File: src/core/spr_defines.vh
// Summary of operation
// - Control bit 10 selects linear (0) or row-major tiled (1) surfaces.
// - Destination key on: output sprite where primary matches key, else primary.
// - 4:2:2 unpack takes Y1, U, Y2, V per the selected byte order.
// - 4:4:4 unpack ignores top byte; Y, U, V from bytes 2, 1, 0.
// - Linear first-pixel address is surface base plus linear offset.
// - Tiled surfaces use tiled offset; linear surfaces use linear offset.
// - Panning offsets count source pixels, applied before scaling.
// - Stride bits 14:6 give byte increment between sprite lines.
// - Surface write arms control, stride, position, size for vblank or disable.
// - Offsets and surface base load at vblank or while pipe disabled.
// - Position holds Y lines in 27:16, X pixels in 11:0.
// - Size holds height minus one in 27:16, width minus one in 11:0.
// - Surface base bits 31:12 are an aperture offset, 4KB aligned.
// - Tiled offset holds vertical line offset in bits 27:16.
// - Tiled offset holds horizontal pixel offset in bits 11:0.
`ifndef SPR_DEFINES_VH
`define SPR_DEFINES_VH
// ==========================================================
// Register offsets
`define SPR_OFF_CTL 20'h70280
`define SPR_OFF_LINOFF 20'h70284
`define SPR_OFF_STRIDE 20'h70288
`define SPR_OFF_POS 20'h7028C
`define SPR_OFF_SIZE 20'h70290
`define SPR_OFF_SURF 20'h7029C
`define SPR_OFF_TILEOFF 20'h702A4
// ==========================================================
// Writable masks
`define SPR_MASK_CTL 32'hDF5FE404
`define SPR_MASK_STRIDE 32'h00007FC0
`define SPR_MASK_XY 32'h0FFF0FFF
`define SPR_MASK_SURF 32'hFFFFF000
`define SPR_RESET 32'h00000000
// ==========================================================
// Field positions
`define SPRITE_CONTROL_WORD_TILED 10
`define SPRITE_CONTROL_WORD_DKEY 2
`define SPRITE_CONTROL_WORD_ORDER_HI 17
`define SPRITE_CONTROL_WORD_ORDER_LO 16
`define SPRITE_CONTROL_WORD_FMT_HI 27
`define SPRITE_CONTROL_WORD_FMT_LO 25
`define SPR_FMT_YUV422 3'h0
`define SPR_FMT_YUV444 3'h4
`define SPR_ORD_YUYV 2'h0
`define SPR_ORD_UYVY 2'h1
`define SPR_ORD_YVYU 2'h2
`define SPR_ORD_VYUY 2'h3
`define SPR_Y_HI 27
`define SPR_Y_LO 16
`define SPR_X_HI 11
`define SPR_X_LO 0
`define SPR_STR_HI 14
`define SPR_STR_LO 6
`endif

File: src/core/spr_surface_regs.v
`include "spr_defines.vh"
`default_nettype none
module spr_surface_regs #(
    parameter AW = 20
) (
    input wire clk,
    input wire rst,
    input wire [AW-1:0] reg_addr,
    input wire reg_wr,
    input wire reg_rd,
    input wire [31:0] reg_wdata,
    output reg [31:0] reg_rdata,
    input wire vblank_start,
    input wire pipe_enabled,
    input wire [31:0] pix_word,
    input wire [23:0] primary_pix,
    input wire [23:0] sprite_pix,
    input wire primary_key_match,
    output reg [31:0] first_pix_addr,
    output reg tiled_mode,
    output reg [11:0] tile_x,
    output reg [11:0] tile_y,
    output reg [8:0] line_stride,
    output reg [11:0] pos_x,
    output reg [11:0] pos_y,
    output reg [11:0] width_m1,
    output reg [11:0] height_m1,
    output reg [7:0] pix_y1,
    output reg [7:0] pix_u,
    output reg [7:0] pix_y2,
    output reg [7:0] pix_v,
    output reg [23:0] blend_pix,
    output reg armed
);
// ==========================================================
// Software-visible staging copies
reg [31:0] ctl_reg, linoff_reg, stride_reg, pos_reg, size_reg;
reg [31:0] surf_reg, tileoff_reg;
// ==========================================================
// Active copies used by the plane
reg [31:0] act_ctl_reg, act_linoff_reg, act_stride_reg, act_pos_reg;
reg [31:0] act_size_reg, act_surf_reg, act_tileoff_reg;
reg armed_reg;
wire sprite_on = act_ctl_reg[31];
// Disabled pipe or sprite means no frame to tear, so load at once
wire arm_load = armed_reg & (vblank_start | ~pipe_enabled | ~sprite_on);
wire free_load = vblank_start | ~pipe_enabled;
wire wr_surf = reg_wr && reg_addr == `SPR_OFF_SURF;
// ==========================================================
function [7:0] pick_byte;
    input [31:0] w;
    input [1:0] idx;
    begin
        pick_byte = w[idx*8 +: 8];
    end
endfunction
// ==========================================================
// Register writes
always @(posedge clk or posedge rst) begin
    if (rst) begin
        ctl_reg <= `SPR_RESET;
        linoff_reg <= `SPR_RESET;
        stride_reg <= `SPR_RESET;
        pos_reg <= `SPR_RESET;
        size_reg <= `SPR_RESET;
        surf_reg <= `SPR_RESET;
        tileoff_reg <= `SPR_RESET;
    end else if (reg_wr) begin
        case (reg_addr)
            `SPR_OFF_CTL: ctl_reg <= reg_wdata & `SPR_MASK_CTL;
            `SPR_OFF_LINOFF: linoff_reg <= reg_wdata;
            `SPR_OFF_STRIDE: stride_reg <= reg_wdata & `SPR_MASK_STRIDE;
            `SPR_OFF_POS: pos_reg <= reg_wdata & `SPR_MASK_XY;
            `SPR_OFF_SIZE: size_reg <= reg_wdata & `SPR_MASK_XY;
            `SPR_OFF_SURF: surf_reg <= reg_wdata & `SPR_MASK_SURF;
            `SPR_OFF_TILEOFF: tileoff_reg <= reg_wdata & `SPR_MASK_XY;
            default: ;
        endcase
    end
end
// ==========================================================
// Double buffering
always @(posedge clk or posedge rst) begin
    if (rst) begin
        armed_reg <= 1'b0;
        act_ctl_reg <= `SPR_RESET;
        act_stride_reg <= `SPR_RESET;
        act_pos_reg <= `SPR_RESET;
        act_size_reg <= `SPR_RESET;
        act_linoff_reg <= `SPR_RESET;
        act_surf_reg <= `SPR_RESET;
        act_tileoff_reg <= `SPR_RESET;
    end else begin
        // A fresh surface write re-arms even in the load cycle
        armed_reg <= wr_surf | (armed_reg & ~arm_load);
        if (arm_load) begin
            act_ctl_reg <= ctl_reg;
            act_stride_reg <= stride_reg;
            act_pos_reg <= pos_reg;
            act_size_reg <= size_reg;
        end
        if (free_load) begin
            act_linoff_reg <= linoff_reg;
            act_surf_reg <= surf_reg;
            act_tileoff_reg <= tileoff_reg;
        end
    end
end
// ==========================================================
// Read back staging values; unmapped reads give zero
always @(posedge clk or posedge rst) begin
    if (rst) begin
        reg_rdata <= `SPR_RESET;
    end else if (reg_rd) begin
        case (reg_addr)
            `SPR_OFF_CTL: reg_rdata <= ctl_reg;
            `SPR_OFF_LINOFF: reg_rdata <= linoff_reg;
            `SPR_OFF_STRIDE: reg_rdata <= stride_reg;
            `SPR_OFF_POS: reg_rdata <= pos_reg;
            `SPR_OFF_SIZE: reg_rdata <= size_reg;
            `SPR_OFF_SURF: reg_rdata <= surf_reg;
            `SPR_OFF_TILEOFF: reg_rdata <= tileoff_reg;
            default: reg_rdata <= `SPR_RESET;
        endcase
    end
end
// ==========================================================
// Plane outputs from active copies
reg [7:0] y1_next, u_next, y2_next, v_next;
always @* begin
    y1_next = pick_byte(pix_word, 2'h0);
    u_next = pick_byte(pix_word, 2'h1);
    y2_next = pick_byte(pix_word, 2'h2);
    v_next = pick_byte(pix_word, 2'h3);
    case (act_ctl_reg[`SPRITE_CONTROL_WORD_FMT_HI:`SPRITE_CONTROL_WORD_FMT_LO])
        `SPR_FMT_YUV444: begin
            y1_next = pick_byte(pix_word, 2'h2);
            u_next = pick_byte(pix_word, 2'h1);
            y2_next = pick_byte(pix_word, 2'h2);
            v_next = pick_byte(pix_word, 2'h0);
        end
        `SPR_FMT_YUV422: begin
            case (act_ctl_reg[`SPRITE_CONTROL_WORD_ORDER_HI:`SPRITE_CONTROL_WORD_ORDER_LO])
                `SPR_ORD_UYVY: begin
                    y1_next = pick_byte(pix_word, 2'h1);
                    u_next = pick_byte(pix_word, 2'h0);
                    y2_next = pick_byte(pix_word, 2'h3);
                    v_next = pick_byte(pix_word, 2'h2);
                end
                `SPR_ORD_YVYU: begin
                    u_next = pick_byte(pix_word, 2'h3);
                    v_next = pick_byte(pix_word, 2'h1);
                end
                `SPR_ORD_VYUY: begin
                    y1_next = pick_byte(pix_word, 2'h1);
                    u_next = pick_byte(pix_word, 2'h2);
                    y2_next = pick_byte(pix_word, 2'h3);
                    v_next = pick_byte(pix_word, 2'h0);
                end
                default: ;
            endcase
        end
        default: ;
    endcase
end
always @(posedge clk or posedge rst) begin
    if (rst) begin
        first_pix_addr <= `SPR_RESET;
        tiled_mode <= 1'b0;
        tile_x <= 12'h000;
        tile_y <= 12'h000;
        line_stride <= 9'h000;
        pos_x <= 12'h000;
        pos_y <= 12'h000;
        width_m1 <= 12'h000;
        height_m1 <= 12'h000;
        pix_y1 <= 8'h00;
        pix_u <= 8'h00;
        pix_y2 <= 8'h00;
        pix_v <= 8'h00;
        blend_pix <= 24'h000000;
        armed <= 1'b0;
    end else begin
        tiled_mode <= act_ctl_reg[`SPRITE_CONTROL_WORD_TILED];
        // Offsets are in source pixels; scaler sits downstream
        if (act_ctl_reg[`SPRITE_CONTROL_WORD_TILED]) begin
            first_pix_addr <= act_surf_reg;
            tile_x <= act_tileoff_reg[`SPR_X_HI:`SPR_X_LO];
            tile_y <= act_tileoff_reg[`SPR_Y_HI:`SPR_Y_LO];
        end else begin
            first_pix_addr <= act_surf_reg + act_linoff_reg;
            tile_x <= 12'h000;
            tile_y <= 12'h000;
        end
        line_stride <= act_stride_reg[`SPR_STR_HI:`SPR_STR_LO];
        pos_x <= act_pos_reg[`SPR_X_HI:`SPR_X_LO];
        pos_y <= act_pos_reg[`SPR_Y_HI:`SPR_Y_LO];
        width_m1 <= act_size_reg[`SPR_X_HI:`SPR_X_LO];
        height_m1 <= act_size_reg[`SPR_Y_HI:`SPR_Y_LO];
        pix_y1 <= y1_next;
        pix_u <= u_next;
        pix_y2 <= y2_next;
        pix_v <= v_next;
        // Relies on software never enabling both key kinds
        if (act_ctl_reg[`SPRITE_CONTROL_WORD_DKEY] && !primary_key_match)
            blend_pix <= primary_pix;
        else
            blend_pix <= sprite_pix;
        armed <= armed_reg;
    end
end
endmodule
`default_nettype wire

File: config.mk
export PLATFORM = sky130hd
export DESIGN_NAME = spr_surface_regs
export DESIGN_NICKNAME = d
export VERILOG_FILES = /design/src/core/spr_surface_regs.v
export VERILOG_INCLUDE_DIRS = /design/src /design/src/core
export SDC_FILE = /design/constraint.sdc
export NUM_CORES = 1
export LEC_CHECK = 0
export BUFFER_PORTS_ARGS = -buffer_cell sky130_fd_sc_hd__buf_2
export CAP_MARGIN = 5
export CORE_ASPECT_RATIO = 1.25
export CORE_MARGIN = 3
export CORE_UTILIZATION = 45
export CTS_CLUSTER_DIAMETER = 40
export DETAILED_ROUTE_END_ITERATION = 10
export PLACE_DENSITY = 0.66
export SLEW_MARGIN = 40
export SYNTH_ARGS = -nofsm -noshare
export SYNTH_HDL_FRONTEND = slang
export SYNTH_SLANG_ARGS = --single-unit
File: constraint.sdc
create_clock -name clk -period 45.3 [get_ports clk]
set_input_delay 2.265 -clock clk [delete_from_list [all_inputs] [get_ports clk]]
set_output_delay 2.265 -clock clk [all_outputs]
set_load 0.01 [all_outputs]
==> results of run 1 <==
## worst register-to-register path, stage by stage (launching register included)
cell       delay (ps)
dfrtp_1           360
ha_1              230
inv_1              70
fa_1              410
nor2b_1           160
o31a_1            260
o211a_1           260
o21ai_1           150
a2111oi_0         410
a221oi_1          110
## logic make-up (layout without fill, tap and decap cells)
| kind of cell | after synthesis | in the layout | synth area share (%) |
|---|---|---|---|
| AO/OA/AOI/OAI | 246 | 246 | 8.57 |
| XOR/XNOR | 10 | 10 | 0.433 |
| adder cells (fa/ha/maj) | 20 | 20 | 1.27 |
| buffers and inverters | 87 | 473 | 1.87 |
| flip-flops | 496 | 496 | 61.4 |
| multiplexers | 372 | 372 | 20.8 |
| other | 0 | 7 | 0 |
| AND/OR/NAND/NOR | 195 | 195 | 5.70 |
## cell type report
class | instances | area, um^2 | share of cell area (%)
flip-flops and latches | 496 | 12400 | 50.7
multi-input cells | 843 | 7470 | 30.5
repair buffers | 355 | 1840 | 7.50
clock buffers | 74 | 1600 | 6.54
well taps | 572 | 716 | 2.92
clock inverters | 32 | 390 | 1.59
inverters | 12 | 57.6 | 0.235
diodes | 7 | 17.5 | 0.0715
## power by group through the flow
| stage | Clock (mW) | Combinational (mW) | Sequential [mW] |
|---|---|---|---|
| 6_report | 0.472 | 0.0335 | 0.446 |
| 5_1_grt | 0.501 | 0.0371 | 0.446 |
| 4_1_cts | 0.483 | 0.0343 | 0.446 |
| 3_3_place_gp | 0 | 0.0332 | 0.454 |
| 2_1_floorplan | 0 | 0.0151 | 0.456 |
| 3_5_place_dp | 0 | 0.0342 | 0.454 |
## per-layer routing
layer / global-route usage, % / vias to the layer above / wire length (um)
li1: - / 5902 / -
met1: 27.7 / 6813 / 20800
met2: 38.8 / 409 / 27700
met3: 5.05 / 104 / 3320
met4: 7.20 / 10 / 1570
met5: 0 / - / 60
## cells in the final DEF, fill, tap and decap left out, types with 22 or more instances in the layout
cell / Yosys / routed
nor2b_1: 32 / 31
buf_2: 24 / 341
o21ai_0: 66 / 66
and2_1: 29 / 29
dfrtp_1: 496 / 493
mux2_2: 321 / 321
nand2_1: 49 / 47
mux2i_1: 31 / 31
a22oi_1: 45 / 45
clkbuf_16: 0 / 59
nor2_1: 24 / 22
## worst paths after layout
path / startpoint / to
max in group asynchronous: rst / act_ctl_reg[10]
min in group asynchronous: rst / first_pix_addr[29]
worst max register to register: act_surf_reg[12] / first_pix_addr[28]
worst min-delay path: act_pos_reg[27] / pos_y[11]
worst min register to register: act_pos_reg[27] / pos_y[11]
worst max-delay path: reg_addr[3] / reg_rdata[30]
## through the flow
step	instances	setup WS (ps)	total power [mW]	hold slack (ps)	utilization (%)
2_1_floorplan	1426	29190	0.471	349	-
3_3_place_gp	2278	40350	0.488	357	50.7
3_5_place_dp	2278	40420	0.489	357	50.9
4_1_cts	2384	41060	0.964	347	55.4
5_1_grt	2386	40990	0.984	378	55.4
6_report	2391	41090	0.952	351	55.4
==> out/qor.txt, run 1 <==
buffer depth of the longest clock path -> 3
Worst-Margin Slew -> 822 ps
clock power share -> 49.6%
final max-slew violation count -> 0
Power Internal -> 0.735 mW
vias in the first global route -> 14.0k
WP buf/inv -> 2
register area share after synthesis -> 61.4%
Rows -> 86
first-pass GRT wire length -> 82.8 mm
Hold Path Stages -> 0
Synth Register Bits -> 496
area grow syn2layout -> 21.2%
Sw Share -> 22.8%
post-route ant nets -> 0
CP max-delay cell -> or3_2
Reg2Reg Depth -> 9
Clock transition at path regs -> 60 ps
RD Place Congestion -> 0.919
CTS tree -> done
Mapped Nets -> 1585
synth cell count leaders -> 496 x dfrtp_1, 321 x mux2_2, 66 x o21ai_0
slew margin rel. -> 45.1%
status -> finished clean
Top delay family on crit path -> simple AND/OR/NAND/NOR gates
RSZ-0062 raised after global routing -> no
most frequent cell after synthesis -> dfrtp_1
GRT Util Overall -> 22.3%
Initial DRC Count -> 826
Final TNS setup -> 0 ps
fillcell total -> 3621
Switching Power -> 0.217 mW
Area contributors post-synth -> dfrtp_1 61%, mux2_2 18%, a22oi_1 1.7%
DR pass1 iterations -> 5
CP Launch Type -> input pin
DP Area -> 0.0225 mm^2
sequential share of power -> 46.9%
post-synth top area cell -> dfrtp_1
cts repair resizes -> 0
setup violators final -> 0
CP Data Required Time -> 45830 ps
initial antenna violation count -> 8
fin crit share -> 9.28%
Setup Skew -> 31.7 ps
largest net degree at the start of global routing -> 123
# IOs -> 342
Stages on worst setup path -> 7
H-tree depth -> 2
slowest stage delay, CP -> 760 ps
Initial Util -> 45.7%
VDD IR-drop max -> 0.0333 mV
vias per inst -> 5.54
die area -> 0.0475 mm^2
Clock Latency Late Sink -> 620 ps
R2R setup slack -> 42710 ps
GR Overflow Total -> 0
crit-path max FO -> 32
post-synth top area share -> 61.4%
Design Area, Final -> 0.0245 mm^2
count of buffers from port buffering -> 341
post-synth cell types -> 69
# DRC -> 0
layout cells sized above 1 -> 45.6%
minimum clock period -> 4210 ps
EDFF count, synth -> 0
setup bufs post-CTS -> 0
Final Hold Fails -> 0
crit end category -> register
via count -> 13.2k
worst hold path type -> register to register
kind of critical path -> input pin to register
Avg Cell Area, Syn -> 14.2 um^2
HPWL after DPL -> 37.7 mm
Num CTS Buffers -> 58
Final nets -> 1925
Worst Path Arrival -> 4740 ps
Core Box Area -> 0.0442 mm^2
WL per Instance -> 22.4 um
Die X -> 196 um
Die Ht -> 243 um
Logic pwr share -> 3.5%
most used flip-flop cell after synthesis -> dfrtp_1
total number of yosys warnings -> 0
max-capacitance violation count -> 0
Highest Clock Rate -> 0.238 GHz
Leak -> 12.6 nW
CTS Sinks -> 496
drt total wl -> 53.4 mm
async set-reset flop share out of synthesis -> 100%
Hold Buf Count CTS -> 0
mapped cell area -> 0.0202 mm^2
Root Buffer Master -> clkbuf_16
Pwr Density -> 38.8 mW/mm^2
worst path cell trace -> buf_2 > nor2b_1 > o21a_1 > or3_2 > inv_2 > nand3_2 > o21ai_1
Synth Instances -> 1426
No activity file was read; power rests on OpenSTA's default activity.
==> run 2: changes to the inputs <==
--- a/config.mk
+++ b/config.mk
@@ -6,6 +6,7 @@
 export SDC_FILE = /design/constraint.sdc
 export NUM_CORES = 1
 export LEC_CHECK = 0
+export ABC_AREA = 1
 export BUFFER_PORTS_ARGS = -buffer_cell sky130_fd_sc_hd__buf_2
 export CAP_MARGIN = 5
 export CORE_ASPECT_RATIO = 1.25
==> constraint.sdc (replaced) <==
create_clock -name clk -period 3.99 [get_ports clk]
set_input_delay 0.1995 -clock clk [delete_from_list [all_inputs] [get_ports clk]]
set_output_delay 0.1995 -clock clk [all_outputs]
set_load 0.01 [all_outputs]
==> run 2 against run 1 <==
  * First-iteration DRC count grew 51%
  * Cell count grew 34%
  * Count of clock-buffer cells in the layout down 7
  * Hold slack worse by 320 ps
  * Synthesized cell count up 52%
  * Non-clock buffer count up 131
  * Synthesized area increased by 1.8%
  * Sequential power increased to 11 times the previous value
  * Highest routed layer unchanged
==> out/qor.txt, run 2 <==
RD Place Congestion -> 0.920 (was 0.919)
crit-path max FO -> 17 (was 32)
CP Data Required Time -> 4470 ps (was 45830 ps)
drt total wl -> 61.3 mm (was 53.4 mm)
status -> finished clean (unchanged)
CTS Sinks -> 496 (unchanged)
synth cell count leaders -> 678 x nand2_1, 496 x dfrtp_1, 178 x o21ai_0 (was 496 x dfrtp_1, 321 x mux2_2, 66 x o21ai_0)
worst hold path type -> input pin to register (was register to register)
die area -> 0.0484 mm^2 (was 0.0475 mm^2)
worst path cell trace -> nor2_2 > inv_1 > nor2_4 > nand2_1 > a211oi_1 > a21oi_1 > dlygate4sd3_1 (was buf_2 > nor2b_1 > o21a_1 > or3_2 > inv_2 > nand3_2 > o21ai_1)
R2R setup slack -> 570 ps (was 42710 ps)
final max-slew violation count -> 0 (unchanged)
total number of yosys warnings -> 0 (unchanged)
number of diodes -> 0 (was 7)
post-route ant nets -> 0 (unchanged)
Rows -> 87 (was 86)
DR pass1 iterations -> 6 (was 5)
post-synth top area cell -> dfrtp_1 (unchanged)
most frequent cells in the layout -> 676 x nand2_1, 495 x dfrtp_1, 341 x buf_2 (was 493 x dfrtp_1, 341 x buf_2, 321 x mux2_2)
Root Buffer Master -> clkbuf_16 (unchanged)
Die X -> 197 um (was 196 um)
Avg Cell Area, Syn -> 9.52 um^2 (was 14.2 um^2)
async set-reset flop share out of synthesis -> 100% (unchanged)
mapped cell area -> 0.0206 mm^2 (was 0.0202 mm^2)
minimum clock period -> 3420 ps
Setup Skew -> 29.7 ps (was 31.7 ps)
fin crit share -> 85.8%
register area share after synthesis -> 60.3% (was 61.4%)
FF-to-FF Start -> act_ctl_reg[25] (was act_surf_reg[12])
WL per Instance -> 19.1 um (was 22.4 um)
Area contributors post-synth -> dfrtp_1 60%, nand2_1 12%, mux2_2 4.4% (was dfrtp_1 61%, mux2_2 18%, a22oi_1 1.7%)
post-synth top area share -> 60.3% (was 61.4%)
Worst Path Arrival -> 3900 ps (was 4740 ps)
VDD IR-drop max -> 0.305 mV (was 0.0333 mV)
commonest non-fill, non-tap cell in the layout -> nand2_1 (was dfrtp_1)
Final Hold Fails -> 0 (unchanged)
via count -> 17.1k (was 13.2k)
Synth Register Bits -> 496 (unchanged)
Core Box Area -> 0.0452 mm^2 (was 0.0442 mm^2)
Worst-Margin Slew -> 795 ps (was 822 ps)
HPWL after DPL -> 41.4 mm (was 37.7 mm)
first-pass GRT wire length -> 95.9 mm (was 82.8 mm)
Initial DRC Count -> 1246 (was 826)
GR Overflow Total -> 0 (unchanged)
setup bufs post-CTS -> 0 (unchanged)
slew margin rel. -> 46.8% (was 45.1%)
buffer depth of the longest clock path -> 3 (unchanged)
most frequent cell after synthesis -> nand2_1 (was dfrtp_1)
GRT Util Overall -> 25.2% (was 22.3%)
Initial Util -> 45.6% (was 45.7%)
Critical Path Start -> act_ctl_reg[25] (was reg_addr[3])
Reg area -> 0.0124 mm^2 (about the same)
largest net degree at the start of global routing -> 137 (was 123)
H-tree depth -> 2 (unchanged)
CP Launch Type -> register (was input pin)
min-delay src -> reg_wdata[26] (was act_pos_reg[27])
most used flip-flop cell after synthesis -> dfrtp_1 (unchanged)
area grow syn2layout -> 25.8% (was 21.2%)
fillcell total -> 3878 (was 3621)
Leak -> 13.8 nW (was 12.6 nW)
post-synth cell types -> 37 (was 69)
Clock Latency Late Sink -> 620 ps (about the same)
count of buffers from port buffering -> 341 (unchanged)
Highest Clock Rate -> 0.292 GHz
Hold WS -> 33.9 ps (was 351 ps)
layout cells sized above 1 -> 21.8% (was 45.6%)
Final nets -> 2749 (was 1925)
Pwr Density -> 416 mW/mm^2 (was 38.8 mW/mm^2)
# IOs -> 342 (unchanged)
Num CTS Buffers -> 56 (was 58)
EDFF count, synth -> 0 (unchanged)
max-capacitance violation count -> 0 (unchanged)
kind of critical path -> register to register (was input pin to register)
RSZ-0062 raised after global routing -> no (unchanged)
CTS tree -> done (unchanged)
Clock transition at path regs -> 60 ps (about the same)
Mapped Nets -> 2322 (was 1585)
# DRC -> 0 (unchanged)
vias per inst -> 5.32 (was 5.54)
cts repair resizes -> 0 (unchanged)
Die Ht -> 245 um (was 243 um)
CP max-delay cell -> dlygate4sd3_1 (was or3_2)
Core Util, Final -> 57.3% (was 55.4%)
area taken by multi-input logic gates -> 0.00701 mm^2 (was 0.00747 mm^2)
crit end category -> register (unchanged)
slowest stage delay, CP -> 600 ps (was 760 ps)
vias in the first global route -> 17.3k (was 14.0k)
setup violators final -> 0 (unchanged)
Total Power -> 10.8 mW (was 0.952 mW)
initial antenna violation count -> 1 (was 8)
Synth Instances -> 2163 (was 1426)
==> run 2: cell types whose count changed in the layout (fill, tap and decap cells not counted), sizes merged, moves of 16 or more <==
| cell | change |
|---|---|
| dlygate4sd3 | +122 |
| a22oi | -43 |
| nor2 | +55 |
| a21oi | +16 |
| nand4 | +122 |
| inv | +164 |
| nand3 | +35 |
| nor2b | -32 |
| nand2 | +634 |
| mux2 | -260 |
| mux2i | -31 |
| and2 | -28 |
| o21ai | +162 |
| o2bb2ai | -16 |
==> run 2: per-layer routing <==
| metal | vias up | GRT usage, % | share of wire, % |
|---|---|---|---|
| met3 | 148 | 4.27 | 6.1 |
| met4 | 2 | 11.0 | 4.2 |
| met5 | - | 0 | 0.015 |
| met2 | 642 | 41.6 | 48 |
| li1 | 7967 | - | - |
| met1 | 8329 | 32.8 | 41 |
==> run 2: path summary, 6_finish.rpt <==
path | endpoint | cells past startpoint
max | pix_u[5] | 7
min | tileoff_reg[26] | 3
max in group asynchronous | first_pix_addr[2] | 4
min reg2reg | width_m1[4] | 0
min in group asynchronous | tileoff_reg[27] | 3
max reg2reg | pix_u[5] | 7
==> run 2: area by class of cell <==
cell class	instances	share of cell area [%]
Sequential cell	496	47.9
Multi-Input combinational cell	1372	27.0
Timing Repair Buffer	486	12.3
Clock buffer	67	5.80
Tap cell	578	2.79
Inverter	178	2.60
Clock inverter	37	1.58
==> run 2: kinds of logic (layout without fill, tap and decap cells) <==
kind of cell / count (synthesis) / after routing / share of synthesized area, %
simple gates: 956 / 956 / 19.9
flops: 496 / 496 / 60.3
compound gates: 313 / 313 / 8.12
buf+inv: 295 / 768 / 5.90
mux: 81 / 81 / 4.43
fa+ha+maj: 20 / 20 / 1.25
xor+xnor: 2 / 2 / 0.0851
==> run 2: critical path, delay by kind of cell, from the launching register on <==
| kind | cells | cell delay [ps] |
|---|---|---|
| and+or+nand+nor | 3 | 1510 |
| buffers and inverters | 2 | 980 |
| AOI/OAI and AO/OA | 2 | 420 |
| DFF | 1 | 390 |
==> run 2: through the flow <==
| step | cells | TNS [ps] | instance area (um^2) | setup WS [ps] |
|---|---|---|---|---|
| after CTS | 3213 | 0 | 25900 | 642 |
| after detailed placement | 2987 | 0 | 22800 | 1190 |
| final | 3214 | 0 | 25900 | 566 |
| after global routing | 3214 | 0 | 25900 | 310 |
| after global placement | 2987 | 0 | 22700 | 1140 |
| after floorplan | 2163 | -1457260 | 20600 | -2940 |
==> run 2: repair_timing <==
item / 4_1_cts / 5_1_grt
endpoints found under the hold margin: 174 / 0
hold buffers: 122 / 0
endpoints found under the setup margin: 0 / 0
==> run 2: where the power goes <==
group          leakage [nW]  internal (mW)  switching (mW)
sequential             6.80           5.06         0.00861
clock                 0.923           3.01            2.22
combinational          6.12          0.188           0.302
==> run 3: changes to the inputs <==
--- a/config.mk
+++ b/config.mk
@@ -15,6 +15,8 @@
 export CTS_CLUSTER_DIAMETER = 40
 export DETAILED_ROUTE_END_ITERATION = 10
 export PLACE_DENSITY = 0.66
+export RECOVER_POWER = 100
+export SETUP_SLACK_MARGIN = 0.2
 export SLEW_MARGIN = 40
 export SYNTH_ARGS = -nofsm -noshare
 export SYNTH_HDL_FRONTEND = slang
==> run 3 against run 2 <==
  * The run now ends with max-capacitance violations, max-slew violations left
  * Combinational power fell by 4.1%
  * Setup slack got worse by 4.3 ps
  * Critical path depth is the same
  * Cell count is the same
  * Utilization fell by 0.87 points
  * First-iteration DRC count decreased by 6.7%
  * Fmax shrank 0.13%
  * Wire length increased by 0.13%
  * Total power decreased by 0.15%
  * Hold slack improved by 4.3 ps
  * Via count decreased by 0.20%
  * Critical path type unchanged
  * Largest cell class unchanged
==> out/qor.txt, run 3 (synthesis results as in run 2) <==
status -> complete, but fails checks (was finished clean)
failing checks -> max-capacitance violations, max-slew violations
crit-path max FO -> 17 (unchanged)
Endpoint, Worst Hold -> tileoff_reg[21] (was tileoff_reg[26])
slew margin rel. -> -95.4% (was 46.8%)
Setup WS post-layout -> 562 ps (was 566 ps)
Final nets -> 2749 (unchanged)
Rows -> 87 (unchanged)
Clock Latency Late Sink -> 620 ps (about the same)
Pwr Density -> 422 mW/mm^2 (was 416 mW/mm^2)
DRT met1 WL -> 25.3 mm (was 25.2 mm)
Critical R2R Capture -> pix_u[5] (unchanged)
area taken by multi-input logic gates -> 0.00695 mm^2 (was 0.00701 mm^2)
Root Buffer Master -> clkbuf_16 (unchanged)
count of buffers from port buffering -> 341 (unchanged)
Switching Power -> 2.53 mW (about the same)
Hold Path Stages -> 3 (unchanged)
RSZ-0062 raised after global routing -> no (unchanged)
Sw Share -> 23.5% (about the same)
die area -> 0.0484 mm^2 (unchanged)
met3 wire len -> 3.72 mm (was 3.77 mm)
worst hold path type -> input pin to register (unchanged)
Die Ht -> 245 um (unchanged)
fin crit share -> 85.9% (was 85.8%)
buffer depth of the longest clock path -> 3 (unchanged)
Initial DRC Count -> 1163 (was 1246)
# DRC -> 0 (unchanged)
sequential share of power -> 47.1% (was 47.0%)
Power Internal -> 8.24 mW (was 8.25 mW)
via count -> 17.1k (about the same)
Critical Path Start -> act_ctl_reg[25] (unchanged)
Setup Skew -> 29.8 ps (was 29.7 ps)
# IOs -> 342 (unchanged)
commonest non-fill, non-tap cell in the layout -> nand2_1 (unchanged)
VDD IR-drop max -> 0.303 mV (was 0.305 mV)
R2R setup slack -> 560 ps (was 570 ps)
vias per inst -> 5.31 (was 5.32)
CTS tree -> done (unchanged)
area grow syn2layout -> 23.9% (was 25.8%)
setup violators final -> 0 (unchanged)
minimum clock period -> 3430 ps (was 3420 ps)
first-pass GRT wire length -> 95.9 mm (unchanged)
min-delay src -> reg_wdata[21] (was reg_wdata[26])
H-tree depth -> 2 (unchanged)
most frequent cells in the layout -> 682 x nand2_1, 495 x dfrtp_1, 230 x o21ai_0 (was 676 x nand2_1, 495 x dfrtp_1, 341 x buf_2)
met2 WL post-DR -> 29.6 mm (was 29.7 mm)
FF-to-FF Start -> act_ctl_reg[25] (unchanged)
WL per Instance -> 19.1 um (about the same)
drt total wl -> 61.4 mm (was 61.3 mm)
Initial Util -> 45.6% (unchanged)
clock power share -> 48.6% (was 48.5%)
Die X -> 197 um (unchanged)
fillcell total -> 4015 (was 3878)
Worst Path Arrival -> 3910 ps (was 3900 ps)
CP Launch Type -> register (unchanged)
vias in the first global route -> 17.3k (unchanged)
initial antenna violation count -> 1 (unchanged)
Worst-Margin Slew -> 2930 ps (was 795 ps)
Highest Clock Rate -> 0.292 GHz (about the same)
Reg area -> 0.0124 mm^2 (unchanged)
max-capacitance violation count -> 8 (was 0)
Reg2Reg Depth -> 7 (unchanged)
CP Data Required Time -> 4470 ps (about the same)
HPWL after DPL -> 41.4 mm (unchanged)
Core Box Area -> 0.0452 mm^2 (unchanged)
final max-slew violation count -> 608 (was 0)
number of diodes -> 0 (unchanged)
GR Overflow Total -> 0 (unchanged)
Total Power -> 10.8 mW (about the same)
RD Place Congestion -> 0.920 (unchanged)
Final Hold Fails -> 0 (unchanged)
crit end category -> register (unchanged)
DR pass1 iterations -> 5 (was 6)
cts repair resizes -> 0 (unchanged)
GRT Util Overall -> 25.2% (unchanged)
layout cells sized above 1 -> 13.4% (was 21.8%)
largest net degree at the start of global routing -> 137 (unchanged)
Clock transition at path regs -> 60 ps (about the same)
CTS Sinks -> 496 (unchanged)
top sig layer -> met5 (unchanged)
Setup WS pre-CTS -> 1190 ps (unchanged)
Num CTS Buffers -> 56 (unchanged)
kind of critical path -> register to register (unchanged)
post-route ant nets -> 0 (unchanged)
Leak -> 13.0 nW (was 13.8 nW)
Logic pwr share -> 4.4% (was 4.5%)
==> run 3: changes by cell type in the layout (fill, tap and decap cells not counted), sizes merged <==
| cell | before | now |
|---|---|---|
| inv | 185 | 184 |
| clkinvlp | 8 | 9 |
| clkbuf | 67 | 286 |
| buf | 364 | 145 |
==> run 3: what timing repair did <==
action | in CTS | in global routing
endpoints found under the setup margin | 0 | 0
buffers inserted | 0 | 0
hold endpoints to repair | 174 | 0
hold buffers | 122 | 0
==> run 3: worst max-delay path, stage by stage (launching register included) <==
cell and delay, ps:
dfrtp_1 390, nor2_2 580, inv_1 370, nor2_4 460, nand2_1 480, a211oi_1 340, a21oi_1 80, dlygate4sd3_1 600
==> run 3: worst max-delay path by stage <==
| stage | endpoint | slack, ps | depth (start not counted) |
|---|---|---|---|
| 2_1_floorplan | act_ctl_reg[10] | -2940 | 1 |
| 3_3_place_gp | pix_u[1] | 1140 | 6 |
| 3_5_place_dp | pix_u[7] | 1190 | 6 |
| 4_1_cts | pix_u[1] | 640 | 7 |
| 5_1_grt | act_ctl_reg[10] | 200 | 4 |
| 6_report | pix_u[5] | 560 | 7 |
==> run 3: power groups by stage <==
stage	registers [mW]	clock network, mW	logic, mW
global route	5.07	5.53	0.519
floorplan	5.18	0	0.177
CTS	5.07	5.32	0.491
detailed placement	5.16	0	0.400
finish	5.07	5.23	0.470
global placement	5.16	0	0.394
==> run 3: cell type report <==
| cell class | instances | share of cell area (%) |
|---|---|---|
| timing repair buffer | 486 | 11.1 |
| tap | 578 | 2.83 |
| inverter | 178 | 2.63 |
| sequential | 496 | 48.7 |
| multi-input combinational | 1372 | 27.2 |
| clock inverter | 37 | 1.60 |
| clock buffer | 67 | 5.89 |
==> run 3: metrics by stage <==
stage	cells	TNS (ps)	util (%)	hold WS, ps	area (um^2)
after floorplan	2163	-1457260	-	320	20600
after global placement	2987	0	50.3	264	22700
after detailed placement	2987	0	50.4	250	22800
after CTS	3213	0	57.3	1.35	25900
after global routing	3214	0	56.5	36.7	25500
final	3214	0	56.5	38.2	25500
==> run 3: routing by layer <==
layer,track usage [%],vias to the layer above
met2,41.6,615
met5,0,-
met1,32.8,8315
li1,-,7959
met3,4.27,163
met4,11.0,2
